[src/hdl/bridge_pkg.sv]
`default_nettype none
package bridge_pkg;
  // Clock and conversion timing
  localparam int CLK_HZ         = 20_000_000;
  localparam int CLK_PER_US     = CLK_HZ / 1_000_000;
  localparam int PERIOD_A_US    = 50;
  localparam int PERIOD_B_US    = 100;
  localparam int PERIOD_A_CYC   = PERIOD_A_US * CLK_PER_US;
  localparam int PERIOD_B_CYC   = PERIOD_B_US * CLK_PER_US;
  localparam int SETTLE_BUS_CYC = 150;
  localparam int SLOT_COUNT     = 10;

  // Codes on the link
  localparam logic [7:0]  PERIOD_SEL_B = 8'h01;
  localparam logic [31:0] RAW_INVALID  = 32'hff800000;
  localparam logic [31:0] RAW_NEG_FS   = 32'hff800001;
  localparam logic [31:0] RAW_POS_FS   = 32'h007fffff;
  localparam logic [23:0] ADC_MIN      = 24'h800000;
  localparam logic [15:0] SLOT_INVALID = 16'h8000;
  localparam logic [15:0] SLOT_POS_FS  = 16'h7fff;
  localparam int ST_INVALID = 0;
  localparam int ST_OPEN    = 1;
  localparam int ST_NOSYNC  = 2;

  // Controller register map, byte addresses
  localparam logic [7:0] REG_CTRL     = 8'h00;
  localparam logic [7:0] REG_CYCLE    = 8'h04;
  localparam logic [7:0] REG_RANGE    = 8'h08;
  localparam logic [7:0] REG_PERIOD   = 8'h0c;
  localparam logic [7:0] REG_STATUS   = 8'h10;
  localparam logic [7:0] REG_RAW      = 8'h14;
  localparam logic [7:0] REG_IRQ_ST   = 8'h18;
  localparam logic [7:0] REG_IRQ_MASK = 8'h1c;
  localparam logic [7:0] REG_SLOT_EN  = 8'h20;
  localparam logic [7:0] REG_SLOT0    = 8'h40;
  localparam logic [15:0] CYCLE_US_RST = 16'h0190;
  localparam logic [3:0]  SLOT_EN_RST  = 4'ha;

  // Interrupt bits
  localparam int IRQ_NEW    = 0;
  localparam int IRQ_OPEN   = 1;
  localparam int IRQ_INVAL  = 2;
  localparam int IRQ_NOSYNC = 3;

  typedef logic [SLOT_COUNT-1:0][15:0] slot_vec_type;
endpackage : bridge_pkg
`default_nettype wire

[src/hdl/meas_link_if.sv]
`default_nettype none
interface meas_link_if;
  logic                        bus_cycle;
  logic                        ms_mode;
  logic                        sync_en;
  logic [7:0]                  range_cfg;
  logic [7:0]                  period_cfg;
  logic [7:0]                  status;
  logic [31:0]                 raw;
  bridge_pkg::slot_vec_type    slots;
  logic                        pub;

  modport dev (
    input  bus_cycle, ms_mode, sync_en, range_cfg, period_cfg,
    output status, raw, slots, pub
  );
  modport host (
    output bus_cycle, ms_mode, sync_en, range_cfg, period_cfg,
    input  status, raw, slots, pub
  );
endinterface : meas_link_if
`default_nettype wire
[src/hdl/bridge_host_end.sv]
`default_nettype none
module bridge_host_end (
  // Clock and reset
  input  wire logic        mclk_in,
  input  wire logic        rst_in,
  // Link to the device
  meas_link_if.host        link,
  // AXI4-Lite write
  input  wire logic [7:0]  axi_awaddr_in,
  input  wire logic        axi_awvalid_in,
  output logic             axi_awready_out,
  input  wire logic [31:0] axi_wdata_in,
  input  wire logic [3:0]  axi_wstrb_in,
  input  wire logic        axi_wvalid_in,
  output logic             axi_wready_out,
  output logic [1:0]       axi_bresp_out,
  output logic             axi_bvalid_out,
  input  wire logic        axi_bready_in,
  // AXI4-Lite read
  input  wire logic [7:0]  axi_araddr_in,
  input  wire logic        axi_arvalid_in,
  output logic             axi_arready_out,
  output logic [31:0]      axi_rdata_out,
  output logic [1:0]       axi_rresp_out,
  output logic             axi_rvalid_out,
  input  wire logic        axi_rready_in,
  // Interrupt
  output logic             irq_out
);
  localparam int N = bridge_pkg::SLOT_COUNT;

  logic        aw_got_r, w_got_r, bvalid_r, rvalid_r, do_wr;
  logic [7:0]  awaddr_r;
  logic [31:0] wdata_r, rdata_r;
  logic [3:0]  wstrb_r;
  logic [1:0]  bresp_r, rresp_r;
  logic [2:0]  ctrl_r, range_r;
  logic [15:0] cycle_us_r;
  logic [7:0]  period_r;
  logic [3:0]  slot_en_r, irq_st_r, irq_mask_r, irq_set, irq_clr;
  logic [20:0] cyc_len, cyc_cnt_r;
  logic        strobe_r;
  logic [7:0]  stat_r;
  logic [31:0] raw_r;
  bridge_pkg::slot_vec_type slot_r;
  logic [7:0]  ra;

  // Write side: address and data taken in either order
  assign do_wr = aw_got_r & w_got_r & ~bvalid_r;
  always_ff @(posedge mclk_in)
  begin
    if (rst_in)
    begin
      aw_got_r <= 1'b0;
      w_got_r  <= 1'b0;
      bvalid_r <= 1'b0;
      awaddr_r <= 8'h00;
      wdata_r  <= 32'h0;
      wstrb_r  <= 4'h0;
      bresp_r  <= 2'h0;
    end
    else
    begin
      if (axi_awvalid_in && axi_awready_out)
      begin
        aw_got_r <= 1'b1;
        awaddr_r <= axi_awaddr_in;
      end
      if (axi_wvalid_in && axi_wready_out)
      begin
        w_got_r <= 1'b1;
        wdata_r <= axi_wdata_in;
        wstrb_r <= axi_wstrb_in;
      end
      if (do_wr)
      begin
        aw_got_r <= 1'b0;
        w_got_r  <= 1'b0;
        bvalid_r <= 1'b1;
        bresp_r  <= (awaddr_r > bridge_pkg::REG_SLOT_EN) ? 2'h2 : 2'h0;
      end
      else if (axi_bready_in)
        bvalid_r <= 1'b0;
    end
  end

  // Configuration registers
  always_ff @(posedge mclk_in)
  begin
    if (rst_in)
    begin
      ctrl_r     <= 3'h0;
      cycle_us_r <= bridge_pkg::CYCLE_US_RST;
      range_r    <= 3'h0;
      period_r   <= 8'h00;
      irq_mask_r <= 4'h0;
      slot_en_r  <= bridge_pkg::SLOT_EN_RST;
    end
    else if (do_wr && wstrb_r[0])
    begin
      if (awaddr_r == bridge_pkg::REG_CTRL)
        ctrl_r <= wdata_r[2:0];
      else if (awaddr_r == bridge_pkg::REG_CYCLE && wstrb_r[1])
        cycle_us_r <= wdata_r[15:0];
      else if (awaddr_r == bridge_pkg::REG_RANGE)
        range_r <= wdata_r[2:0];
      else if (awaddr_r == bridge_pkg::REG_PERIOD && wdata_r[7:1] == 7'h00)
        period_r <= wdata_r[7:0];
      else if (awaddr_r == bridge_pkg::REG_IRQ_MASK)
        irq_mask_r <= wdata_r[3:0];
      else if (awaddr_r == bridge_pkg::REG_SLOT_EN && wdata_r[3:0] <= 4'(N))
        slot_en_r <= wdata_r[3:0];
    end
  end

  // Bus cycle timebase; zero length stalls it
  assign cyc_len = 21'(cycle_us_r) * 21'(bridge_pkg::CLK_PER_US);
  always_ff @(posedge mclk_in)
  begin
    if (rst_in || !ctrl_r[0] || cyc_len == 21'h0)
    begin
      cyc_cnt_r <= 21'h0;
      strobe_r  <= 1'b0;
    end
    else if (cyc_cnt_r >= cyc_len - 21'h1)
    begin
      cyc_cnt_r <= 21'h0;
      strobe_r  <= 1'b1;
    end
    else
    begin
      cyc_cnt_r <= cyc_cnt_r + 21'h1;
      strobe_r  <= 1'b0;
    end
  end

  // Snapshot of the cyclic data; disabled slots are not carried
  always_ff @(posedge mclk_in)
  begin
    if (rst_in)
    begin
      stat_r <= 8'h00;
      raw_r  <= bridge_pkg::RAW_INVALID;
      slot_r <= {N{bridge_pkg::SLOT_INVALID}};
    end
    else if (link.pub)
    begin
      stat_r <= link.status;
      raw_r  <= link.raw;
      for (int i = 0; i < N; i++)
        slot_r[i] <= (4'(i) < slot_en_r) ? link.slots[i] :
                     bridge_pkg::SLOT_INVALID;
    end
  end

  // Sticky events; a set in the clearing cycle survives
  assign irq_set = {4{link.pub}} & {link.status[bridge_pkg::ST_NOSYNC],
                   link.status[bridge_pkg::ST_INVALID],
                   link.status[bridge_pkg::ST_OPEN], 1'b1};
  assign irq_clr = (do_wr && wstrb_r[0] && awaddr_r == bridge_pkg::REG_IRQ_ST) ?
                   wdata_r[3:0] : 4'h0;
  always_ff @(posedge mclk_in)
  begin
    if (rst_in)
      irq_st_r <= 4'h0;
    else
      irq_st_r <= (irq_st_r & ~irq_clr) | irq_set;
  end

  // Read side, one word per request
  assign ra = axi_araddr_in - bridge_pkg::REG_SLOT0;
  always_ff @(posedge mclk_in)
  begin
    if (rst_in)
    begin
      rvalid_r <= 1'b0;
      rdata_r  <= 32'h0;
      rresp_r  <= 2'h0;
    end
    else if (axi_arvalid_in && axi_arready_out)
    begin
      rvalid_r <= 1'b1;
      rresp_r  <= 2'h0;
      rdata_r  <= 32'h0;
      if (axi_araddr_in == bridge_pkg::REG_CTRL)
        rdata_r <= {29'h0, ctrl_r};
      else if (axi_araddr_in == bridge_pkg::REG_CYCLE)
        rdata_r <= {16'h0, cycle_us_r};
      else if (axi_araddr_in == bridge_pkg::REG_RANGE)
        rdata_r <= {29'h0, range_r};
      else if (axi_araddr_in == bridge_pkg::REG_PERIOD)
        rdata_r <= {24'h0, period_r};
      else if (axi_araddr_in == bridge_pkg::REG_STATUS)
        rdata_r <= {24'h0, stat_r};
      else if (axi_araddr_in == bridge_pkg::REG_RAW)
        rdata_r <= raw_r;
      else if (axi_araddr_in == bridge_pkg::REG_IRQ_ST)
        rdata_r <= {28'h0, irq_st_r};
      else if (axi_araddr_in == bridge_pkg::REG_IRQ_MASK)
        rdata_r <= {28'h0, irq_mask_r};
      else if (axi_araddr_in == bridge_pkg::REG_SLOT_EN)
        rdata_r <= {28'h0, slot_en_r};
      else if (axi_araddr_in >= bridge_pkg::REG_SLOT0 && ra[1:0] == 2'h0 &&
               ra[7:2] < 6'(N))
        rdata_r <= {16'h0, slot_r[ra[5:2]]};
      else
        rresp_r <= 2'h2;
    end
    else if (axi_rready_in)
      rvalid_r <= 1'b0;
  end

  assign axi_awready_out = ~aw_got_r & ~bvalid_r;
  assign axi_wready_out  = ~w_got_r & ~bvalid_r;
  assign axi_bvalid_out  = bvalid_r;
  assign axi_bresp_out   = bresp_r;
  assign axi_arready_out = ~rvalid_r;
  assign axi_rvalid_out  = rvalid_r;
  assign axi_rdata_out   = rdata_r;
  assign axi_rresp_out   = rresp_r;
  assign irq_out         = |(irq_st_r & irq_mask_r);

  // One channel only; multisample is tied to it
  assign link.bus_cycle  = strobe_r;
  assign link.ms_mode    = ctrl_r[1];
  assign link.sync_en    = ctrl_r[2];
  assign link.range_cfg  = {5'h00, range_r};
  assign link.period_cfg = period_r;
endmodule : bridge_host_end
`default_nettype wire

[src/flat_wrapper.sv]
// flat-port wrapper written by rule: the top's interface ports become plain ports
module bridge_host_end_flat 
  (mclk_in, rst_in, axi_awaddr_in, axi_awvalid_in, axi_awready_out, axi_wdata_in, axi_wstrb_in, axi_wvalid_in, axi_wready_out, axi_bresp_out, axi_bvalid_out, axi_bready_in, axi_araddr_in, axi_arvalid_in, axi_arready_out, axi_rdata_out, axi_rresp_out, axi_rvalid_out, axi_rready_in, irq_out, link_bus_cycle, link_ms_mode, link_sync_en, link_range_cfg, link_period_cfg, link_status, link_raw, link_slots, link_pub);
  meas_link_if link_i ();
  input  wire logic mclk_in;
  input  wire logic rst_in;
  input  wire logic [7:0] axi_awaddr_in;
  input  wire logic axi_awvalid_in;
  output logic axi_awready_out;
  input  wire logic [31:0] axi_wdata_in;
  input  wire logic [3:0] axi_wstrb_in;
  input  wire logic axi_wvalid_in;
  output logic axi_wready_out;
  output logic [1:0] axi_bresp_out;
  output logic axi_bvalid_out;
  input  wire logic axi_bready_in;
  input  wire logic [7:0] axi_araddr_in;
  input  wire logic axi_arvalid_in;
  output logic axi_arready_out;
  output logic [31:0] axi_rdata_out;
  output logic [1:0] axi_rresp_out;
  output logic axi_rvalid_out;
  input  wire logic axi_rready_in;
  output logic irq_out;
  output wire logic [$bits(link_i.bus_cycle)-1:0] link_bus_cycle;
  output wire logic [$bits(link_i.ms_mode)-1:0] link_ms_mode;
  output wire logic [$bits(link_i.sync_en)-1:0] link_sync_en;
  output wire logic [$bits(link_i.range_cfg)-1:0] link_range_cfg;
  output wire logic [$bits(link_i.period_cfg)-1:0] link_period_cfg;
  input wire logic [$bits(link_i.status)-1:0] link_status;
  input wire logic [$bits(link_i.raw)-1:0] link_raw;
  input wire logic [$bits(link_i.slots)-1:0] link_slots;
  input wire logic [$bits(link_i.pub)-1:0] link_pub;
  assign link_bus_cycle = link_i.bus_cycle;
  assign link_ms_mode = link_i.ms_mode;
  assign link_sync_en = link_i.sync_en;
  assign link_range_cfg = link_i.range_cfg;
  assign link_period_cfg = link_i.period_cfg;
  assign link_i.status = link_status;
  assign link_i.raw = link_raw;
  assign link_i.slots = link_slots;
  assign link_i.pub = link_pub;
  bridge_host_end u_core (.mclk_in(mclk_in), .rst_in(rst_in), .link(link_i), .axi_awaddr_in(axi_awaddr_in), .axi_awvalid_in(axi_awvalid_in), .axi_awready_out(axi_awready_out), .axi_wdata_in(axi_wdata_in), .axi_wstrb_in(axi_wstrb_in), .axi_wvalid_in(axi_wvalid_in), .axi_wready_out(axi_wready_out), .axi_bresp_out(axi_bresp_out), .axi_bvalid_out(axi_bvalid_out), .axi_bready_in(axi_bready_in), .axi_araddr_in(axi_araddr_in), .axi_arvalid_in(axi_arvalid_in), .axi_arready_out(axi_arready_out), .axi_rdata_out(axi_rdata_out), .axi_rresp_out(axi_rresp_out), .axi_rvalid_out(axi_rvalid_out), .axi_rready_in(axi_rready_in), .irq_out(irq_out));
endmodule
[config.mk]
export PLATFORM = sky130hd
export DESIGN_NAME = bridge_host_end_flat
export DESIGN_NICKNAME = d
export VERILOG_FILES = /design/src/hdl/bridge_pkg.sv /design/src/hdl/meas_link_if.sv /design/src/hdl/bridge_host_end.sv /design/src/flat_wrapper.sv
export SDC_FILE = /design/constraint.sdc
export NUM_CORES = 1
export LEC_CHECK = 0
export BUFFER_PORTS_ARGS = -buffer_cell sky130_fd_sc_hd__buf_2
export CORE_ASPECT_RATIO = 0.8
export CORE_UTILIZATION = 48
export CTS_CLUSTER_SIZE = 25
export DETAILED_ROUTE_END_ITERATION = 10
export PLACE_DENSITY = 0.71
export SYNTH_ARGS = -nofsm -noshare
export SYNTH_HDL_FRONTEND = slang
export SYNTH_SLANG_ARGS = --single-unit
[constraint.sdc]
create_clock -name mclk_in -period 8 [get_ports mclk_in]
set_input_delay 1.6 -clock mclk_in [delete_from_list [all_inputs] [get_ports mclk_in]]
set_output_delay 1.6 -clock mclk_in [all_outputs]
set_load 0.005 [all_outputs]
==> flow_summary.json <==
{
  "drt-pass1-iter-count": 5,
  "ios": 321,
  "die_area_mm2": 0.0340,
  "syn_to_final_growth_pct": 17.2,
  "finalCriticalPeriod_ps": 5690,
  "slew_viol_final": 0,
  "dp.final_hpwl_um": 33900,
  "synth_edf_count": 0,
  "synth-seq-cells": 328,
  "final_area_mm2": 0.0187,
  "cp_top_family": "simple AND/OR/NAND/NOR gates",
  "grt_pass1_vias": 13000,
  "clk_pin_slew_worst_paths_ps": 60,
  "tightest_slew_ps": 1270,
  "holdCritStartpoint": "u_core.awaddr_r[0]",
  "syn_area_mm2": 0.0160,
  "critPathMaxStageDelay_ps": 580,
  "cts_setup_buffers": 0,
  "yosysSeqAreaShare": 0.412,
  "cts.repair.resized": 0,
  "die_w_um": 206,
  "finalSetupTns_ps": 0,
  "num_vias": 14200,
  "cp_common_cell": "ha_1",
  "crit_path_end_kind": "flip-flop",
  "fin_hold_ws_ps": 450,
  "irDropWorstVdd_uv": 144,
  "pre_cts_ws_ps": 2430,
  "worst-endpoint-required_ps": 8390,
  "setup_ws_ps": 2310,
  "grt_pass1_wl_um": 71300,
  "crit_path_max_fanout": 18,
  "clockBufferDepth": 3,
  "numCtsBuffers": 35,
  "fmax_mhz": 176,
  "cts-root-buf": "clkbuf_16",
  "worstSetupStartpoint": "u_core.cycle_us_r[0]",
  "drc": 0,
  "drive_above_1_share": 0.214,
  "ys_async_sr_fraction": 0,
  "slowest_stage": "nor4_1",
  "routed_wl_um": 47700,
  "gr-total-overflow": 0,
  "cts_tree": "yes",
  "drt-initial-drc-count": 1162,
  "place_area_mm2": 0.0176,
  "min-delay-path-class": "flip-flop to flip-flop",
  "die_h_um": 165,
  "cap_violations": 0,
  "nets": 2347,
  "cp.arrival_ps": 6090,
  "hold_violations": 0,
  "critical_path_buf_inv_count": 1,
  "wire_per_inst_um": 19.1,
  "status": "complete, no violations",
  "ant_nets": 0,
  "insertion_delay_ps": 530,
  "startpoint_type": "flip-flop",
  "globalplace.congestion": 0.896,
  "leakage_nw": 7.88,
  "max-slew-margin-rel": 0.152,
  "synth_area_per_cell_um2": 8.79,
  "yosysWarnings": 0,
  "grt_max_degree": 119,
  "period_share": 0.712,
  "via_per_inst": 5.70,
  "initial_core_util": 0.489,
  "crit_type": "flip-flop to flip-flop",
  "syn_inst": 1815,
  "fin_util": 0.573,
  "skew_ps": 17.2,
  "yosysUniqueCellTypes": 91,
  "powerDensity_mw_per_mm2": 200,
  "rr_startpoint": "u_core.cycle_us_r[0]",
  "finalSetupViolations": 0,
  "track_usage": 0.269,
  "rows": 59,
  "antenna_found_initial": 12,
  "synth_ff_type": "dfxtp_1",
  "portBuffers": 295,
  "holdBufCountCts": 0,
  "core_area_mm2": 0.0326,
  "htree_levels": 2,
  "cts_sinks": 328,
  "cp_cell_sequence": "ha_1 > ha_1 > inv_1 > fa_1 > and2b_1 > o31ai_2 > a21boi_0 > nor4_1 > nand4_1 > nor3b_1 > xnor2_1 > ha_1 > and3_1 > nand3_1 > nor4_1 > a211o_1 > a221oi_4 > nand2_2 > a2111oi_0",
  "rsz0062_at_grt": "no"
}
-- cells by family (layout without fill, tap and decap cells) --
family,count (synthesis),count (layout),share of synthesized area
muxes,99,99,0.0882
adders and majority gates,50,50,0.0397
DFF,328,328,0.412
AOI/OAI and AO/OA,434,434,0.182
xor gates and xnor gates,38,38,0.0218
buffers and inverters,153,389,0.0399
other,1,18,0.000235
and+or+nand+nor,712,712,0.216
-- final timing paths --
path / slack [ps] / cells after the start / endpoint
setup / recovery: 2310 / 19 / u_core.cyc_cnt_r[3]
hold / removal: 450 / 2 / u_core.awaddr_r[0]
setup reg to reg: 2310 / 19 / u_core.cyc_cnt_r[3]
hold reg to reg: 450 / 2 / u_core.awaddr_r[0]
-- per-layer routing --
layer / global-route usage / wire length (um) / vias to the layer above
met5: 0 / 39 / -
met4: 0.0812 / 1140 / 6
met3: 0.0555 / 3440 / 83
met2: 0.406 / 21000 / 498
met1: 0.385 / 22100 / 6829
li1: - / - / 6816
-- cells in the mapped netlist, types with 4 or more instances --
| cell type | n | area [um^2] |
|---|---|---|
| mux4_2 | 33 | 743 |
| a22oi_1 | 24 | 180 |
| a2111oi_2 | 15 | 225 |
| ha_1 | 49 | 613 |
| nand2_1 | 129 | 484 |
| nor2b_1 | 165 | 1030 |
| and4_1 | 4 | 35.0 |
| o21ai_0 | 20 | 100 |
| nor4_1 | 7 | 43.8 |
| o22ai_1 | 24 | 150 |
| and2_1 | 13 | 81.3 |
| a211o_1 | 13 | 114 |
| nor2_1 | 287 | 1080 |
| o211a_1 | 5 | 50.1 |
| a22o_1 | 5 | 43.8 |
| xor2_1 | 18 | 158 |
| a21oi_1 | 231 | 1160 |
| mux2i_1 | 64 | 641 |
| nor3_1 | 12 | 60.1 |
| clkbuf_1 | 98 | 368 |
| o21a_1 | 8 | 60.1 |
| nand2b_1 | 23 | 144 |
| dfxtp_1 | 328 | 6570 |
| nand3_1 | 18 | 90.1 |
| nand3b_1 | 4 | 30.0 |
| a311oi_1 | 4 | 35.0 |
| buf_4 | 8 | 60.1 |
| buf_2 | 13 | 65.1 |
| a222oi_1 | 10 | 100 |
| buf_1 | 9 | 33.8 |
| inv_1 | 22 | 82.6 |
| nand4_1 | 21 | 131 |
| xnor2_1 | 18 | 158 |
| and3_1 | 6 | 37.5 |
| a211oi_1 | 9 | 67.6 |
| o211ai_1 | 7 | 52.6 |
| a21o_1 | 12 | 90.1 |
-- layout by cell type, fill, tap and decap left out, types with 5 or more instances in the layout --
cell	synthesis	final
and2_1	13	13
inv_1	22	22
o21ai_0	20	20
nor2b_1	165	165
nor2_1	287	287
a22o_1	5	5
nor3_1	12	12
a211oi_1	9	9
dfxtp_1	328	328
a222oi_1	10	10
buf_2	13	292
o211a_1	5	5
nand3_1	18	18
a211o_1	13	13
o22ai_1	24	24
clkbuf_16	0	36
and3_1	6	6
conb_1	1	7
a21o_1	12	12
mux2i_1	64	64
o211ai_1	7	7
ha_1	49	49
o21a_1	8	8
clkbuf_1	98	9
mux4_2	33	33
xor2_1	18	18
buf_4	8	16
xnor2_1	18	18
a22oi_1	24	24
nand2_1	129	129
nand4_1	21	21
a2111oi_2	15	15
diode_2	0	11
a21oi_1	231	231
nand2b_1	23	23
nor4_1	7	7
-- stage by stage --
stage	instances	total power, mW
detailed placement	2427	2.15
global placement	2427	2.14
CTS	2484	3.75
finish	2495	3.73
global route	2491	3.87
floorplan	1821	2.00
-- power breakdown --
part	total, mW	internal, mW	switching (mW)
logic	0.367	0.160	0.206
clock network	1.61	0.949	0.665
registers	1.75	1.71	0.0440
total	3.73	2.82	0.915
-- registers in the layout, summed over array words and instances (netlist names), 16 cells and up --
| name | flops |
|---|---|
| u_core.cycle_us_r | 16 |
| u_core.raw_r | 32 |
| u_core.axi_rdata_out | 32 |
| u_core.wdata_r | 16 |
| u_core.cyc_cnt_r | 21 |
| u_core.slot_r | 160 |
-- tightest hold or removal path: cells and delay by family, from the launching register on --
family,cells,cell delay [ps]
and+or+nand+nor,1,50
DFF,1,300
AOI/OAI and AO/OA,1,50
-- layout make-up --
cell class | count | area, um^2
Antenna cell | 11 | 27.5
Clock buffer | 48 | 976
Clock inverter | 9 | 135
Fill cell | 2969 | 13900
Inverter | 22 | 82.6
Multi-Input combinational cell | 1340 | 8770
Sequential cell | 328 | 6570
Tap cell | 427 | 534
Timing Repair Buffer | 310 | 1610
Power figures use the tool's default switching activity.
